## src/core/tlvic_consts.svh

```systemverilog
`ifndef TLVIC_CONSTS_SVH
`define TLVIC_CONSTS_SVH

// ==========================================================================
// Register addresses
`define TLVIC_ADDR_ENABLE   8'ha8
`define TLVIC_ADDR_PRIORITY 8'hb8
`define TLVIC_ADDR_TCTRL    8'h88
`define TLVIC_ADDR_SCTRL    8'h98
`define TLVIC_ADDR_T2CTRL   8'hc8

// ==========================================================================
// Enable / priority bit positions
`define TLVIC_BIT_EX0       0
`define TLVIC_BIT_ET0       1
`define TLVIC_BIT_EX1       2
`define TLVIC_BIT_ET1       3
`define TLVIC_BIT_ES        4
`define TLVIC_BIT_ET2       5
`define TLVIC_BIT_GLOBAL    7

// ==========================================================================
// Flag bit positions
`define TLVIC_BIT_IT0       0
`define TLVIC_BIT_IE0F      1
`define TLVIC_BIT_IT1       2
`define TLVIC_BIT_IE1F      3
`define TLVIC_BIT_TF0       5
`define TLVIC_BIT_TF1       7
`define TLVIC_BIT_RX        0
`define TLVIC_BIT_TX        1
`define TLVIC_BIT_TIMER2_EXTERNAL_FLAG      6
`define TLVIC_BIT_TF2       7

// ==========================================================================
// Reset values and vectors
`define TLVIC_RST_BYTE      8'h00
`define TLVIC_VEC_EXT0      16'h0003
`define TLVIC_VEC_TMR0      16'h000b
`define TLVIC_VEC_EXT1      16'h0013
`define TLVIC_VEC_TMR1      16'h001b
`define TLVIC_VEC_SER       16'h0023
`define TLVIC_VEC_TMR2      16'h002b
`define TLVIC_VEC_RESET     16'h0000

`endif

```

## src/core/tlvic_pkg.sv

```systemverilog
package tlvic_pkg;

  typedef enum logic [2:0] {
    SRC_EXT0,
    SRC_TMR0,
    SRC_EXT1,
    SRC_TMR1,
    SRC_SER,
    SRC_TMR2,
    SRC_NONE
  } tlvic_src_type;

  typedef struct packed {
    logic          valid;
    logic          high;
    tlvic_src_type src;
  } tlvic_pick_type;

endpackage : tlvic_pkg

```

## src/core/tlvic_arb_if.sv

```systemverilog
// ==========================================================================
// Arbiter connection
interface tlvic_arb_if;
  import tlvic_pkg::*;
  logic [5:0]     req;
  logic [5:0]     prio;
  tlvic_pick_type pick;
  modport ctrl (output req, output prio, input pick);
  modport arb  (input req, input prio, output pick);
endinterface : tlvic_arb_if

```

## src/core/tlvic_arb.sv

```systemverilog
`include "tlvic_consts.svh"

// ==========================================================================
// Two-level fixed-order arbiter
module tlvic_arb
  import tlvic_pkg::*;
(
  tlvic_arb_if.arb a  // Requests in, winner out
);

  function automatic tlvic_pick_type pick_level(input logic [5:0] r);
    tlvic_pick_type p;
    p = '{valid: 1'b1, high: 1'b0, src: SRC_NONE};
    if (r[SRC_EXT0]) begin
      p.src = SRC_EXT0;
    end else if (r[SRC_TMR0]) begin
      p.src = SRC_TMR0;
    end else if (r[SRC_EXT1]) begin
      p.src = SRC_EXT1;
    end else if (r[SRC_TMR1]) begin
      p.src = SRC_TMR1;
    end else if (r[SRC_SER]) begin
      p.src = SRC_SER;
    end else if (r[SRC_TMR2]) begin
      p.src = SRC_TMR2;
    end else begin
      p.valid = 1'b0;
    end
    return p;
  endfunction : pick_level

  tlvic_pick_type hi;
  tlvic_pick_type lo;

  always_comb begin
    hi      = pick_level(a.req & a.prio);
    lo      = pick_level(a.req & ~a.prio);
    hi.high = 1'b1;
    a.pick  = hi.valid ? hi : lo;
  end

endmodule : tlvic_arb

```

## src/core/tlvic_ctrl.sv

```systemverilog
`include "tlvic_consts.svh"

module tlvic_ctrl
  import tlvic_pkg::*;
(
  input  wire logic        i_clk,              // 20 MHz clock
  input  wire logic        i_reset_n,          // Async reset, active low
  input  wire logic        i_ext_req0_pin_n,   // External request 0 pin
  input  wire logic        i_ext_req1_pin_n,   // External request 1 pin
  input  wire logic        i_state5_phase2_sample, // Sample strobe, once a cycle
  input  wire logic        i_state2_phase2_point,  // Timer 2 overflow point
  input  wire logic        i_last_cycle,       // Final cycle of instruction
  input  wire logic        i_instr_return_from_isr,       // Instruction is return_from_isr
  input  wire logic        i_instr_ret,        // Instruction is plain return
  input  wire logic        i_timer0_mode3,     // Timer 0 in mode 3
  input  wire logic        i_timer0_rollover,  // Timer 0 rollover pulse
  input  wire logic        i_timer1_rollover,  // Timer 1 rollover pulse
  input  wire logic        i_timer2_rollover,  // Timer 2 overflow pulse
  input  wire logic        i_timer2_ext_event, // Timer 2 external event pulse
  input  wire logic        i_rx_done,          // Receive done pulse
  input  wire logic        i_tx_done,          // Transmit done pulse
  input  wire logic        i_wr_en,            // Register write strobe
  input  wire logic [7:0]  i_wr_addr,          // Register write address
  input  wire logic [7:0]  i_wr_data,          // Register write data
  input  wire logic [7:0]  i_rd_addr,          // Register read address
  output logic [7:0]       o_rd_data,          // Registered read data
  output logic             o_hw_vector_call,   // Vector call pulse
  output logic [15:0]      o_vector_addr,      // Vector address
  output logic [1:0]       o_in_progress       // Busy levels: 1 high, 0 low
);

  typedef struct packed {
    logic [1:0]  pin0_sync;
    logic [1:0]  pin1_sync;
    logic        pin0_prev;
    logic        pin1_prev;
    logic [7:0]  tctrl;
    logic [7:0]  sctrl;
    logic [7:0]  t2ctrl;
    logic [7:0]  enable;
    logic [7:0]  prio;
    logic [5:0]  sampled;
    logic [5:0]  sampled_prio;
    logic        t2_ovf_now;
    logic        blocked_write;
    logic [1:0]  busy;
    logic [1:0]  busy_stack;
    logic        call;
    logic [15:0] vec;
    logic [7:0]  rd_data;
  } tlvic_state_type;

  tlvic_state_type state_r;
  tlvic_state_type state_nxt;

  tlvic_arb_if arb_bus ();

  tlvic_arb u_arb (
    .a (arb_bus.arb)
  );

  // ========================================================================
  // Helpers
  function automatic logic [15:0] vec_of(input tlvic_src_type s);
    unique case (s)
      SRC_EXT0: vec_of = `TLVIC_VEC_EXT0;
      SRC_TMR0: vec_of = `TLVIC_VEC_TMR0;
      SRC_EXT1: vec_of = `TLVIC_VEC_EXT1;
      SRC_TMR1: vec_of = `TLVIC_VEC_TMR1;
      SRC_SER:  vec_of = `TLVIC_VEC_SER;
      SRC_TMR2: vec_of = `TLVIC_VEC_TMR2;
      default:  vec_of = `TLVIC_VEC_RESET;
    endcase
  endfunction : vec_of

  function automatic logic [5:0] src_bits(input logic [7:0] r);
    src_bits = {r[`TLVIC_BIT_ET2], r[`TLVIC_BIT_ES], r[`TLVIC_BIT_ET1],
                r[`TLVIC_BIT_EX1], r[`TLVIC_BIT_ET0], r[`TLVIC_BIT_EX0]};
  endfunction : src_bits

  function automatic logic wr_hit(input logic en, input logic [7:0] a,
                                  input logic [7:0] target);
    wr_hit = en && (a == target);
  endfunction : wr_hit

  // ========================================================================
  // Next state
  logic        fall0;
  logic        fall1;
  logic        t2_req;
  logic [5:0]  req_now;
  logic [5:0]  eff_req;
  logic        can_call;
  logic        ext0_edge;
  logic        ext1_edge;
  logic        wr_ie_ip;

  always_comb begin
    state_nxt = state_r;
    ext0_edge = state_r.tctrl[`TLVIC_BIT_IT0];
    ext1_edge = state_r.tctrl[`TLVIC_BIT_IT1];
    fall0     = 1'b0;
    fall1     = 1'b0;
    t2_req    = 1'b0;
    req_now   = 6'h00;
    eff_req   = 6'h00;
    can_call  = 1'b0;
    wr_ie_ip  = wr_hit(i_wr_en, i_wr_addr, `TLVIC_ADDR_ENABLE) ||
                wr_hit(i_wr_en, i_wr_addr, `TLVIC_ADDR_PRIORITY);

    // Pin synchronisers
    state_nxt.pin0_sync = {state_r.pin0_sync[0], i_ext_req0_pin_n};
    state_nxt.pin1_sync = {state_r.pin1_sync[0], i_ext_req1_pin_n};
    state_nxt.call      = 1'b0;

    // Software register writes act like hardware set/clear
    if (wr_hit(i_wr_en, i_wr_addr, `TLVIC_ADDR_TCTRL)) begin
      state_nxt.tctrl = i_wr_data;
    end
    if (wr_hit(i_wr_en, i_wr_addr, `TLVIC_ADDR_SCTRL)) begin
      state_nxt.sctrl = i_wr_data;
    end
    if (wr_hit(i_wr_en, i_wr_addr, `TLVIC_ADDR_T2CTRL)) begin
      state_nxt.t2ctrl = i_wr_data;
    end
    if (wr_hit(i_wr_en, i_wr_addr, `TLVIC_ADDR_ENABLE)) begin
      state_nxt.enable = i_wr_data;
    end
    if (wr_hit(i_wr_en, i_wr_addr, `TLVIC_ADDR_PRIORITY)) begin
      state_nxt.prio = i_wr_data;
    end

    // Hardware flag sets, at the sampling point or on a pulse, win over writes
    if (i_state5_phase2_sample) begin
      state_nxt.pin0_prev = state_r.pin0_sync[1];
      state_nxt.pin1_prev = state_r.pin1_sync[1];
      fall0 = state_r.pin0_prev && !state_r.pin0_sync[1];
      fall1 = state_r.pin1_prev && !state_r.pin1_sync[1];
      if (ext0_edge) begin
        if (fall0) state_nxt.tctrl[`TLVIC_BIT_IE0F] = 1'b1;
      end else begin
        state_nxt.tctrl[`TLVIC_BIT_IE0F] = !state_r.pin0_sync[1];
      end
      if (ext1_edge) begin
        if (fall1) state_nxt.tctrl[`TLVIC_BIT_IE1F] = 1'b1;
      end else begin
        state_nxt.tctrl[`TLVIC_BIT_IE1F] = !state_r.pin1_sync[1];
      end
    end
    if (i_timer0_rollover && !i_timer0_mode3) begin
      state_nxt.tctrl[`TLVIC_BIT_TF0] = 1'b1;
    end
    if (i_timer1_rollover) begin
      state_nxt.tctrl[`TLVIC_BIT_TF1] = 1'b1;
    end
    if (i_rx_done) state_nxt.sctrl[`TLVIC_BIT_RX] = 1'b1;
    if (i_tx_done) state_nxt.sctrl[`TLVIC_BIT_TX] = 1'b1;
    if (i_timer2_rollover) state_nxt.t2ctrl[`TLVIC_BIT_TF2] = 1'b1;
    if (i_timer2_ext_event) state_nxt.t2ctrl[`TLVIC_BIT_TIMER2_EXTERNAL_FLAG] = 1'b1;

    // Timer 2 overflow seen at state 2 is registered and polled in the next cycle
    if (i_state2_phase2_point && i_timer2_rollover) begin
      state_nxt.t2_ovf_now = 1'b1;
    end

    // Current request levels
    t2_req = state_r.t2ctrl[`TLVIC_BIT_TF2] | state_r.t2ctrl[`TLVIC_BIT_TIMER2_EXTERNAL_FLAG];
    req_now[SRC_EXT0] = state_r.tctrl[`TLVIC_BIT_IE0F];
    req_now[SRC_TMR0] = state_r.tctrl[`TLVIC_BIT_TF0];
    req_now[SRC_EXT1] = state_r.tctrl[`TLVIC_BIT_IE1F];
    req_now[SRC_TMR1] = state_r.tctrl[`TLVIC_BIT_TF1];
    req_now[SRC_SER]  = state_r.sctrl[`TLVIC_BIT_RX] | state_r.sctrl[`TLVIC_BIT_TX];
    req_now[SRC_TMR2] = t2_req;

    // Sample once per machine cycle; no memory of older samples
    if (i_state5_phase2_sample) begin
      state_nxt.sampled      = req_now & src_bits(state_r.enable) &
                               {6{state_r.enable[`TLVIC_BIT_GLOBAL]}};
      state_nxt.sampled_prio = src_bits(state_r.prio);
      state_nxt.t2_ovf_now   = 1'b0;
      state_nxt.blocked_write = 1'b0;
    end
    if (wr_ie_ip || i_instr_return_from_isr) begin
      state_nxt.blocked_write = 1'b1;
    end

    eff_req = state_r.sampled;
    eff_req[SRC_TMR2] = state_r.sampled[SRC_TMR2] |
                        (state_r.t2_ovf_now && state_r.enable[`TLVIC_BIT_ET2] &&
                         state_r.enable[`TLVIC_BIT_GLOBAL]);
    arb_bus.req  = eff_req;
    arb_bus.prio = state_r.sampled_prio;

    // Blocking conditions
    can_call = arb_bus.pick.valid && i_last_cycle && !i_instr_return_from_isr && !wr_ie_ip &&
               !state_r.blocked_write && !state_r.busy[1] &&
               (arb_bus.pick.high || !state_r.busy[0]);

    if (can_call) begin
      state_nxt.call = 1'b1;
      state_nxt.vec  = vec_of(arb_bus.pick.src);
      state_nxt.busy_stack = state_r.busy;
      if (arb_bus.pick.high) state_nxt.busy[1] = 1'b1;
      else state_nxt.busy[0] = 1'b1;
      state_nxt.sampled = 6'h00;
      unique case (arb_bus.pick.src)
        SRC_EXT0: if (ext0_edge) state_nxt.tctrl[`TLVIC_BIT_IE0F] = 1'b0;
        SRC_EXT1: if (ext1_edge) state_nxt.tctrl[`TLVIC_BIT_IE1F] = 1'b0;
        SRC_TMR0: state_nxt.tctrl[`TLVIC_BIT_TF0] = 1'b0;
        SRC_TMR1: state_nxt.tctrl[`TLVIC_BIT_TF1] = 1'b0;
        default: ;
      endcase
      if (arb_bus.pick.src == SRC_TMR2) state_nxt.t2_ovf_now = 1'b0;
    end else if (i_instr_return_from_isr && i_last_cycle) begin
      // Clear highest busy level, restoring the lower one
      if (state_r.busy[1]) state_nxt.busy[1] = 1'b0;
      else state_nxt.busy[0] = 1'b0;
    end
    // A plain return leaves the busy levels untouched
    if (i_instr_ret) state_nxt.busy = state_nxt.busy;

    // Read port
    unique case (i_rd_addr)
      `TLVIC_ADDR_ENABLE:   state_nxt.rd_data = state_r.enable;
      `TLVIC_ADDR_PRIORITY: state_nxt.rd_data = state_r.prio;
      `TLVIC_ADDR_TCTRL:    state_nxt.rd_data = state_r.tctrl;
      `TLVIC_ADDR_SCTRL:    state_nxt.rd_data = state_r.sctrl;
      `TLVIC_ADDR_T2CTRL:   state_nxt.rd_data = state_r.t2ctrl;
      default:              state_nxt.rd_data = `TLVIC_RST_BYTE;
    endcase
  end

  // ========================================================================
  // State register
  always_ff @(posedge i_clk or negedge i_reset_n) begin
    if (!i_reset_n) begin
      state_r           <= '0;
      state_r.pin0_sync <= 2'h3;
      state_r.pin1_sync <= 2'h3;
      state_r.pin0_prev <= 1'b1;
      state_r.pin1_prev <= 1'b1;
      state_r.prio      <= `TLVIC_RST_BYTE;
      state_r.enable    <= `TLVIC_RST_BYTE;
    end else begin
      state_r <= state_nxt;
    end
  end

  assign o_rd_data        = state_r.rd_data;
  assign o_hw_vector_call = state_r.call;
  assign o_vector_addr    = state_r.vec;
  assign o_in_progress    = state_r.busy;

endmodule : tlvic_ctrl

```

## config.mk

```make
export PLATFORM = sky130hd
export DESIGN_NAME = tlvic_ctrl
export DESIGN_NICKNAME = d
export VERILOG_FILES = /design/src/core/tlvic_pkg.sv /design/src/core/tlvic_arb_if.sv /design/src/core/tlvic_arb.sv /design/src/core/tlvic_ctrl.sv
export VERILOG_INCLUDE_DIRS = /design/src /design/src/core
export SDC_FILE = /design/constraint.sdc
export NUM_CORES = 1
export LEC_CHECK = 0
export CAP_MARGIN = 20
export CORE_MARGIN = 1
export CORE_UTILIZATION = 39
export CTS_BUF_LIST = sky130_fd_sc_hd__clkbuf_8
export DETAILED_ROUTE_END_ITERATION = 8
export DONT_BUFFER_PORTS = 1
export PLACE_DENSITY = 0.54
export SYNTH_ARGS = -nofsm -noshare
export SYNTH_HDL_FRONTEND = slang
export SYNTH_SLANG_ARGS = --single-unit
export TNS_END_PERCENT = 1
```

## constraint.sdc

```tcl
create_clock -name i_clk -period 2.7 [get_ports i_clk]
set_input_delay 0.405 -clock i_clk [delete_from_list [all_inputs] [get_ports i_clk]]
set_output_delay 0.405 -clock i_clk [all_outputs]
set_load 0.1 [all_outputs]
```

Word-level counts from Yosys, hierarchy flattened

Cells that the tools add are included.

Input port bits: 41
Bits in registers: 87
Output and inout bits: 27
Word-level logic and storage cells: 152

Bitwise logic cells: 8
Eq/ne operators: 18
Reduce and logical (&&, ||, !) cells: 39
Multiplexer cells: 64

Operator list:

| cell                                          | number |
|---|---|
| == test 8 bit, second input constant          | 10 |
| 2-to-1 mux 1 bit                              | 41 |
| one-hot mux 8 bit (5 select lines)            | 1 |
| one-hot mux 6 bit (6 select lines)            | 1 |
| 2-to-1 mux 3 bit                              | 10 |
| bitwise AND 6 bit                             | 4 |
| logical AND 1 bit                             | 18 |
| 2-to-1 mux 17 bit                             | 1 |
| 2-to-1 mux 8 bit                              | 2 |
| 2-to-1 mux 14 bit                             | 1 |
| nonzero test 2 bit                            | 7 |
| 2-to-1 mux 2 bit                              | 5 |
| zero test 1 bit                               | 8 |
| == test 3 x 2 -> 1 bit, second input constant | 2 |
| == test 3 bit, second input constant          | 2 |
| 2-to-1 mux 6 bit                              | 1 |
| inverter 6 bit                                | 1 |
| 2-to-1 mux 5 bit                              | 1 |
| != test 2 bit, second input constant          | 2 |
| == test 3 x 1 -> 1 bit, second input constant | 1 |
| zero test 3 bit                               | 1 |
| logical OR 1 bit                              | 3 |
| OR 1 bit                                      | 3 |
| AND reduction 3 bit                           | 1 |
| other kinds (2)                               | 2 |

Depth between registers and ports, before layout

Gate-level depths: netlist of the first run.

Depth after elaboration: 19
Gate-level depth with buffers: 9
Depth with buffers taken out: 6

Cells and area by module

A second synthesis of the first run with hierarchy kept.

Cell total of the unflattened synthesis: 317
Area total of the unflattened synthesis: 3753.6 um2

Modules (own cells, without submodules):

| module     | cells an instance | area each (um2) | instances | seq. area each (um2) |
|---|---|---|---|---|
| tlvic_ctrl | 286               | 3545.9          | 1         | 1884.3 |
| tlvic_arb  | 31                | 207.7           | 1         | 0.0 |

Worst setup path before layout of the first run

Ideal clock, no wire load.

Kind: register to register
From: register state_r[58] in the netlist's numbering
To: register state_r, in the netlist req_now[2]
Data arrival time: 1.805 ns
Setup time: 0.145 ns
Clock period less this slack: 1.949 ns
Slack: 0.751 ns
Data required time: 2.555 ns
Cell stages (with the launch flop): 9
Buffers on the path: 2
Path through: dfrtp_1 buf_4 a31o_4 a21boi_2 and2_4 buf_6 xor2_1 a221oi_1 a32oi_1

RTL lines:

| what                     | line              | source |
|---|---|---|
| start: declaration       | tlvic_ctrl.sv:53  | `tlvic_state_type state_r;` |
| start signal: assignment | tlvic_ctrl.sv:245 | `state_r <= state_nxt;` |

==> results_dict.tcl, run 1 <==
set metrics [dict create \
    status "complete, but fails checks" \
    violations "DRC" \
    cts.clk_slew.worst_paths_ns 0.07 \
    yosysWarningCount 0 \
    core_um2 8850 \
    hold_end "state_nxt[86]" \
    ir_worst_vdd_v 0.000299 \
    fin_hold_ws_ns 0.0525 \
    cts_root_buffer "clkbuf_8" \
    clock_latency_ns 0.34 \
    cts_tree "built" \
    antenna_found_initial 0 \
    fin_skew_ns 0.00662 \
    drv_cap 0 \
    finalPower_w 0.00231 \
    tightest_slew_ns 0.944 \
    synth_top_area_share_pct 47.9 \
    grt_pass1_vias 2352 \
    grt_max_degree 76 \
    dr_total_vias 2318 \
    nets 339 \
    cts_sinks 75 \
    antenna_cells 0 \
    setup_viol 0 \
    synth-seq-cells 75 \
    syn_avg_cell_area_um2 12.1 \
    vias_per_cell 5.64 \
    wl_per_cell_um 18.9 \
    grt_first_pass_wirelength_um 12500 \
    drt_iter0_drc 139 \
    io_pins 68 \
    rsz0062_at_grt "no" \
    fmax_mhz 458 \
    regToRegStartpoint "state_r[58]" \
    finalHoldViolCount 0 \
    combPwrFrac_pct 6.8 \
    netSwitchingFraction_pct 24.0 \
    min_from "i_ext_req1_pin_n" \
    place_congestion 0.734 \
    synth-edff-count 0 \
    fin_tns_setup_ns 0 \
    die-area_um2 9620 \
    slew_viol_final 0 \
    seqPwrFrac_pct 52.7 \
    switchingPower_w 0.000555 \
    clk_path_buf_depth 2 \
    syn2layout_area_growth_pct 7.75 \
    yosys.area.top_type "dfrtp_1" \
    die_h_um 98.1 \
    die-width_um 98.1 \
    drc 11 \
    post_dp_cell_area_um2 3620 \
    syn_inst 297 \
    ant_nets 0 \
    place_inst 393 \
    placementRows 34 \
    clkPwrFrac_pct 40.5 \
    power_density_nw_per_um2 595 \
    holdCritPathClass "in2reg" \
    ys.flop_type "dfrtp_1" \
    numPortBuffers 0 \
    dr.pass1.iters 7 \
    final_cells 411 \
    end_kind "flop" \
    async_flop_share_pct 100 \
    n_fill_cell 815 \
    cts_buffers 9 \
    r2r-end "req_now[0]" \
    maxSlewHeadroom_pct 37.0 \
    path_class "reg2reg" \
    ys_seq_area_share_pct 52.3 \
    internal_power_w 0.00176 \
    cp.arrival_ns 2.41 \
    critical_path.max_fanout 10 \
    start_kind "flop" \
    grtUsageTotal_pct 17.3 \
    layout-drive-gt1-share_pct 28.1 \
    design_area_um2 3880 \
    syn_area_um2 3600 \
    reg2reg_setup_slack_ns 0.52 \
    initial_core_util_pct 40.7 \
    synth_cell_types 49 \
    ff2ff_path_depth 6 \
    hpwl_um 5310 \
    overflow 0 \
    p_leak_nw 1.74 \
    netlist_top_cells_area "dfrtp_1 (48%), mux2_2 (13%), buf_4 (5.6%)" \
    wl_um 7770 \
    h-tree-depth 3 \
    period_share_pct 80.8 \
    final.min_clock_period_ns 2.18 \
    holdPathStages 0 \
    required_ns 2.93 \
]
## registers in the layout, indices dropped and copies added, names as in the netlist, 2 cells and up
name and cells:
state_nxt 2, o_rd_data 8, arb_bus.prio 6, arb_bus.req 5
o_vector_addr 4, o_in_progress 2, state_r 41, req_now 4
## routing by layer
layer | wire (um) | GRT usage [%] | part of all wire (%)
met4 | 155 | 6.29 | 2.0
met2 | 3600 | 26.8 | 46
met5 | 0 | 0 | 0
met1 | 3640 | 22.8 | 47
met3 | 374 | 5.51 | 4.8
## power by group through the flow
stage	Sequential, W	Clock, W	Combinational [W]
after floorplan	0.00121	0	0.000165
after global placement	0.00124	0	0.000129
after detailed placement	0.00124	0	0.000130
after CTS	0.00122	0.000974	0.000160
after global routing	0.00122	0.00102	0.000170
final	0.00122	0.000936	0.000158
## stage by stage
step / setup slack, ns / utilization (%)
6_report: 0.519 / 43.9
5_1_grt: 0.359 / 43.9
3_3_place_gp: 0.530 / 41.0
2_1_floorplan: 0.751 / -
3_5_place_dp: 0.493 / 41.0
4_1_cts: 0.537 / 43.9
## cell usage after synthesis (3+ instances only)
cell	instances
a211o_1	5
a21oi_1	11
a222oi_1	8
a22oi_1	11
a31oi_1	3
buf_4	27
clkbuf_1	4
dfrtp_1	69
dfstp_2	6
inv_1	8
mux2_2	42
nand2_1	15
nand2b_1	10
nand4_1	6
nor2_1	12
nor2b_1	10
nor4_1	3
nor4b_4	3
o21ai_0	7
## how the worst max path moves through the flow
| stage | from | cells past startpoint | end |
|---|---|---|---|
| after floorplan | state_r[58] | 8 | req_now[2] |
| after global placement | i_wr_addr[1] | 6 | req_now[1] |
| after detailed placement | i_wr_addr[1] | 6 | req_now[1] |
| after CTS | state_r[58] | 6 | req_now[0] |
| after global routing | state_r[58] | 6 | req_now[0] |
| final | state_r[58] | 6 | req_now[0] |
## cell type report
type	count	area, um^2	area share (%)
Sequential cell	75	1890	48.6
Multi-Input combinational cell	191	1490	38.4
Clock buffer	10	138	3.55
Tap cell	108	135	3.48
Timing Repair Buffer	13	120	3.09
Clock inverter	6	81.3	2.10
Inverter	8	30.0	0.774
## cells by family (layout without fill, tap and decap cells)
logic type / after synthesis / after routing / synth area share (%)
other cells: 1 / 11 / 0.104
buf+inv: 41 / 37 / 7.33
flops: 75 / 75 / 52.3
simple gates: 73 / 73 / 13.0
mux: 44 / 44 / 13.7
xor+xnor: 1 / 1 / 0.243
compound gates: 62 / 62 / 13.3
## placed cells by master, fill, tap and decap left out, types with 11 or more instances in the layout
master	synthesis	final
a21oi_1	11	11
mux2_2	42	42
conb_1	1	11
a22oi_1	11	11
nand2_1	15	15
nor2_1	12	12
buf_4	27	11
dfrtp_1	69	68
## repair_timing
item                      4_1_cts  5_1_grt
hold endpoints to repair       75        0
hold buffers                    2        0
buffers inserted                0        0
gates resized for setup         0        0
## critical path: stages, from the launching register on
cell	delay [ns]
dfrtp_1	0.51
a31o_4	0.30
a21boi_2	0.21
nand2b_1	0.08
a221oi_1	0.53
nand2b_1	0.14
o32a_1	0.30
(Power assumes the default switching activity.)
==> run 2, diff against run 1 <==
--- a/config.mk
+++ b/config.mk
@@ -12,7 +12,7 @@
 export CTS_BUF_LIST = sky130_fd_sc_hd__clkbuf_8
 export DETAILED_ROUTE_END_ITERATION = 8
 export DONT_BUFFER_PORTS = 1
-export PLACE_DENSITY = 0.54
+export PLACE_DENSITY = 0.56
 export SYNTH_ARGS = -nofsm -noshare
 export SYNTH_HDL_FRONTEND = slang
 export SYNTH_SLANG_ARGS = --single-unit
==> constraint.sdc (replaced) <==
create_clock -name i_clk -period 1.8 [get_ports i_clk]
set_input_delay 0.27 -clock i_clk [delete_from_list [all_inputs] [get_ports i_clk]]
set_output_delay 0.27 -clock i_clk [all_outputs]
set_load 0.1 [all_outputs]
==> run 2 against run 1 <==
Compared with the run above: the flow finishes with violations (DRC, hold timing, setup timing); flip-flop and latch count unchanged; cell count grew 12%; clock skew is 0.0035 ns higher; register-to-register slack got worse by 0.59 ns; count of clock-buffer cells in the layout decreased by 1; power grew 47%; die area unchanged; largest cell class unchanged; sequential share of layout area is 4.7 points lower.
==> results_dict.tcl, run 2 (same netlist as run 1, synthesis figures left out) <==
set metrics [dict create \
    status "complete, but fails checks" \
    reg2reg_setup_slack_ns -0.07 \
    cp-endpoint "state_r[30]" \
    die-area_um2 9620 \
    cts_sinks 75 \
    dr_total_vias 2497 \
    grt_max_degree 76 \
    required_ns 2.04 \
    die-width_um 98.1 \
    die_h_um 98.1 \
    grt-busiest-layer "met2" \
    critical_path.max_fanout 4 \
    ir_worst_vdd_v 0.000419 \
    cts_setup_buffers 0 \
    ff2ff_path_depth 6 \
    cp.arrival_ns 2.11 \
    final_common_cell "dfrtp_1" \
    cp_slowest_stage_delay_ns 0.50 \
    n_fill_cell 841 \
    placementRows 34 \
    numPortBuffers 0 \
    largest-register "state_r" \
    power_density_nw_per_um2 790 \
    path_class "reg2reg" \
    nets 387 \
    cpMostUsedCell "and2_4" \
    place_congestion 0.763 \
    dr.pass1.iters 7 \
    grtUsageTotal_pct 18.9 \
    path_cells "a22oi_2, and2_4, and2_4, a211oi_4, or4b_4, o21a_1" \
    grt_pass1_vias 2673 \
    slew_viol_final 0 \
    drt_iter0_drc 213 \
    tightest_slew_ns 0.532 \
    largest_register_ffs 41 \
    fin_hold_ws_ns -0.394 \
    regToRegStartpoint "arb_bus.req[3]" \
    cts.clk_slew.worst_paths_ns 0.09 \
    grt_use_met2_pct 28.9 \
    violations "DRC, hold timing, setup timing" \
    cts_buffers 9 \
    syn2layout_area_growth_pct 19.3 \
    final.min_clock_period_ns 1.87 \
    h-tree-depth 3 \
    end_kind "flop" \
    rsz0062_at_grt "yes" \
    multi_input_area_um2 1540 \
    setup_ws_ns -0.0671 \
    antenna_found_initial 0 \
    drc 9 \
    initial_core_util_pct 40.7 \
    core_um2 8850 \
    wl_um 8460 \
    drv_cap 0 \
    design_area_um2 4300 \
    layout_common_cells "dfrtp_1 (68), buf_4 (52), mux2_2 (42)" \
    io_pins 68 \
    grtUsageMet1_pct 25.5 \
    cp_num_buf_inv 0 \
    antenna_cells 0 \
    use_met3_pct 3.79 \
    ant_nets 0 \
    cts_root_buffer "clkbuf_8" \
    cp.depth 6 \
    utilization_pct 48.6 \
    overflow 0 \
    finalHoldViolCount 75 \
    cp-startpoint "arb_bus.req[3]" \
    grt_first_pass_wirelength_um 13800 \
    critPathTopFamily "simple AND/OR/NAND/NOR gates" \
    hold_buffers 6 \
    clk_path_buf_depth 2 \
    clock_latency_ns 0.36 \
    fmax_mhz 536 \
    period_share_pct 104 \
    fin_skew_ns 0.0101 \
    hpwl_um 5910 \
    post_dp_cell_area_um2 4010 \
    cts_tree "built" \
    wl_per_cell_um 18.4 \
    slowest_stage "or4b_4" \
    start_kind "flop" \
    maxSlewHeadroom_pct 64.5 \
    holdCritPathClass "in2async" \
    vias_per_cell 5.44 \
    setup_viol 4 \
    r2r-end "state_r[30]" \
    p_leak_nw 1.98 \
    layout-drive-gt1-share_pct 39.0 \
    regArea_um2 1890 \
]
-- run 2: cell count changes in the layout (fill, tap and decap cells not counted), moves of 3 or more --
cell	delta
buf_12	+3
buf_4	+41
dlygate4sd3_1	+5
inv_6	+3
-- run 2: worst register-to-register path: stages (launching register included) --
cell,delay [ns]
dfrtp_1,0.42
a22oi_2,0.11
and2_4,0.16
and2_4,0.16
a211oi_4,0.23
or4b_4,0.50
o21a_1,0.19
-- run 2: timing repair --
item                                   CTS  global route
setup endpoints to repair                7             8
cloned                                   0             0
endpoints found under the hold margin   81            75
gates resized for setup                  4             3
pin swaps                                2             0
-- run 2: stage by stage --
step                      worst slack [ns]  setup TNS, ns  total power, W  cells
after detailed placement            -0.116         -0.229         0.00209    437
after floorplan                    -0.0944         -0.133         0.00206    307
after CTS                          -0.0826         -0.143         0.00343    459
after global placement             -0.0871         -0.124         0.00208    437
final                              -0.0671         -0.111         0.00340    459
after global routing                -0.155         -0.740         0.00352    459
-- run 2: report_power, final --
group | internal, W | total, W | leakage [nW] | switching (W)
sequential | 0.00175 | 0.00180 | 0.974 | 0.0000487
combinational | 0.0000961 | 0.000266 | 0.908 | 0.000169
clock | 0.000650 | 0.00133 | 0.100 | 0.000681
total | 0.00250 | 0.00340 | 1.98 | 0.000899
-- run 2: layer usage --
metal / up-vias / routed length (um)
met2: 80 / 3990
li1: 1158 / -
met5: - / 0
met4: 0 / 208
met3: 16 / 517
met1: 1243 / 3750
-- run 2: worst min path at each step --
stage	end	slack [ns]	startpoint	depth (start not counted)
5_1_grt	state_r[67]	-0.41	i_reset_n	0
4_1_cts	o_rd_data[6]	-0.41	i_reset_n	0
3_3_place_gp	o_rd_data[2]	-0.02	i_reset_n	0
3_5_place_dp	arb_bus.prio[2]	-0.02	i_reset_n	0
6_report	o_rd_data[1]	-0.39	i_reset_n	0
2_1_floorplan	arb_bus.prio[0]	-0.03	i_reset_n	0
-- run 2: cell type report --
| type | count | share of cell area [%] |
|---|---|---|
| timing repair buffer | 61 | 11.9 |
| clock buffer | 9 | 2.88 |
| inverter | 8 | 0.698 |
| sequential | 75 | 43.9 |
| clock inverter | 7 | 1.72 |
| multi-input combinational | 191 | 35.8 |
| tap | 108 | 3.14 |
==> run 3, diff against run 2 <==
--- a/config.mk
+++ b/config.mk
@@ -15,5 +15,6 @@
 export PLACE_DENSITY = 0.56
 export SYNTH_ARGS = -nofsm -noshare
 export SYNTH_HDL_FRONTEND = slang
+export SYNTH_HIERARCHICAL = 1
 export SYNTH_SLANG_ARGS = --single-unit
 export TNS_END_PERCENT = 1
==> run 3 against run 2 <==
Compared with the run above: the run ends with hold timing, setup timing left; via count rose by 4.9%; flip-flop and latch count stayed put; synthesized cell count grew 6.7%; count of clock-buffer cells in the layout unchanged; area after synthesis increased by 4.2%; critical path type unchanged.
==> results_dict.tcl, run 3 <==
set metrics [dict create \
    synthTopCellsByCount "dfrtp_1 (69), mux2_2 (51), buf_4 (26), a21oi_1 (15), nor2_1 (15)" \
    drc 0 \
    ir_worst_vdd_v 0.000345 \
    grt_pass1_vias 2684 \
    rsz0062_at_grt "yes" \
    syn2layout_area_growth_pct 20.4 \
    h-tree-depth 3 \
    grt_first_pass_wirelength_um 14100 \
    end_kind "flop" \
    violations "hold timing, setup timing" \
    setup_ws_ns -0.374 \
    status "complete, but fails checks" \
    ff2ff_path_depth 9 \
    syn_area_um2 3750 \
    grtUsageTotal_pct 18.7 \
    finalHoldViolCount 75 \
    path_class "reg2reg" \
    r2r-end "o_vector_addr[4]" \
    antenna_cells 0 \
    required_ns 2.03 \
    multi_input_area_um2 1700 \
    fin_tns_setup_ns -4.86 \
    ys.flop_type "dfrtp_1" \
    grt_max_degree 76 \
    layout-drive-gt1-share_pct 41.7 \
    antenna_found_initial 0 \
    cts_buffers 9 \
    hpwl_um 6210 \
    n_fill_cell 871 \
    slew_viol_final 0 \
    ant_nets 0 \
    ys_seq_area_share_pct 50.2 \
    dp_slack_ns -0.447 \
    fin_skew_ns 0.0102 \
    placementRows 35 \
    core_um2 9280 \
    synth-edff-count 0 \
    syn_inst 317 \
    clk_path_buf_depth 2 \
    start_kind "flop" \
    dr_total_vias 2620 \
    power_density_nw_per_um2 745 \
    setup_viol 18 \
    cts.clk_slew.worst_paths_ns 0.08 \
    dr.pass1.iters 4 \
    cts_tree "built" \
    reg2reg_setup_slack_ns -0.37 \
    overflow 0 \
    drv_cap 0 \
    fin_hold_ws_ns -0.378 \
    cts_sinks 75 \
    cp.arrival_ns 2.41 \
    final.min_clock_period_ns 2.17 \
    wl_per_cell_um 17.3 \
    critical_path.max_fanout 6 \
    vias_per_cell 5.26 \
    regArea_um2 1890 \
    period_share_pct 121 \
    clock_latency_ns 0.34 \
    yosysMostFrequentCell "dfrtp_1" \
    cp-endpoint "o_vector_addr[4]" \
    synth_cell_types 56 \
    synth_top_area_share_pct 46.0 \
    fmax_mhz 460 \
    die-area_um2 10000 \
    holdCritPathClass "in2async" \
    largest-register "state_r" \
    die-width_um 100 \
    largest_register_ffs 41 \
    io_pins 68 \
    initial_core_util_pct 40.4 \
    drt_iter0_drc 138 \
    wl_um 8620 \
    layout_common_cells "dfrtp_1 (68), buf_4 (54), mux2_2 (48)" \
    yosysWarningCount 6 \
    async_flop_share_pct 100 \
    yosys.area.top_type "dfrtp_1" \
    place_congestion 0.808 \
    cts_root_buffer "clkbuf_8" \
    p_leak_nw 2.06 \
    regToRegStartpoint "arb_bus.prio[3]" \
    final_common_cell "dfrtp_1" \
    synth-seq-cells 75 \
    nets 405 \
    cp-startpoint "arb_bus.prio[3]" \
    syn_avg_cell_area_um2 11.8 \
    die_h_um 100 \
    numPortBuffers 0 \
    netlist_top_cells_area "dfrtp_1 (46%), mux2_2 (15%), buf_4 (5.2%)" \
]
## run 3: worst max-delay path, cell delays in order (launching register included)
cell and delay [ns]:
dfrtp_1 0.37, or2b_1 0.23, and2_4 0.17, o221ai_4 0.06
or4_1 0.14, nand2_1 0.06, or4_4 0.43, nor3_4 0.16
buf_12 0.15, mux2_4 0.29
## run 3: worst min path at each step
stage | startpoint | to | depth (start not counted)
floorplan | i_reset_n | arb_bus.prio[0] | 0
global placement | i_reset_n | o_vector_addr[3] | 0
detailed placement | i_reset_n | o_hw_vector_call | 0
CTS | i_reset_n | o_rd_data[0] | 0
global route | i_reset_n | state_r[47] | 0
finish | i_reset_n | ext1_edge | 0
## run 3: stage by stage
stage	instances	hold WS (ns)	area (um^2)	power [W]	utilization, %
CTS	495	-0.407	4470	0.00340	48.1
global placement	474	-0.0239	4210	0.00210	45.3
detailed placement	474	-0.0225	4210	0.00211	45.3
floorplan	327	-0.0256	3850	0.00209	-
finish	498	-0.378	4520	0.00337	48.7
global route	498	-0.420	4520	0.00352	48.7
## run 3: cells by family (layout without fill, tap and decap cells)
logic type / count (synthesis) / in the layout / synth area share, %
simple gates: 76 / 76 / 13.1
flops: 75 / 75 / 50.2
compound gates: 62 / 62 / 12.7
mux: 54 / 54 / 16.1
buf+inv: 49 / 91 / 7.83
other cells: 1 / 11 / 0.0999
## run 3: cell type report
cell class | instances | area share (%)
multi-input combinational | 203 | 37.6
tap | 129 | 3.57
timing repair buffer | 63 | 11.8
clock inverter | 7 | 1.52
sequential | 75 | 41.7
inverter | 12 | 0.996
clock buffer | 9 | 2.74
## run 3: repair_timing
action,CTS,global route
resized for setup,4,3
buffers inserted,1,2
hold buffers,4,1
endpoints found under the setup margin,18,18
pin swaps,6,4
endpoints found under the hold margin,80,76
## run 3: metal layers
| layer | share of wire, % | global-route usage [%] |
|---|---|---|
| met5 | 0 | 0 |
| met4 | 1.1 | 7.13 |
| met3 | 6.0 | 5.29 |
| met2 | 46 | 28.5 |
| met1 | 46 | 25.5 |
## run 3: power breakdown
part           internal, W  total, W  switching, W  leakage, nW
logic             0.000114  0.000291      0.000177        0.985
registers          0.00175   0.00180     0.0000470        0.973
clock network     0.000638   0.00128      0.000639        0.101
total              0.00250   0.00337      0.000863         2.06
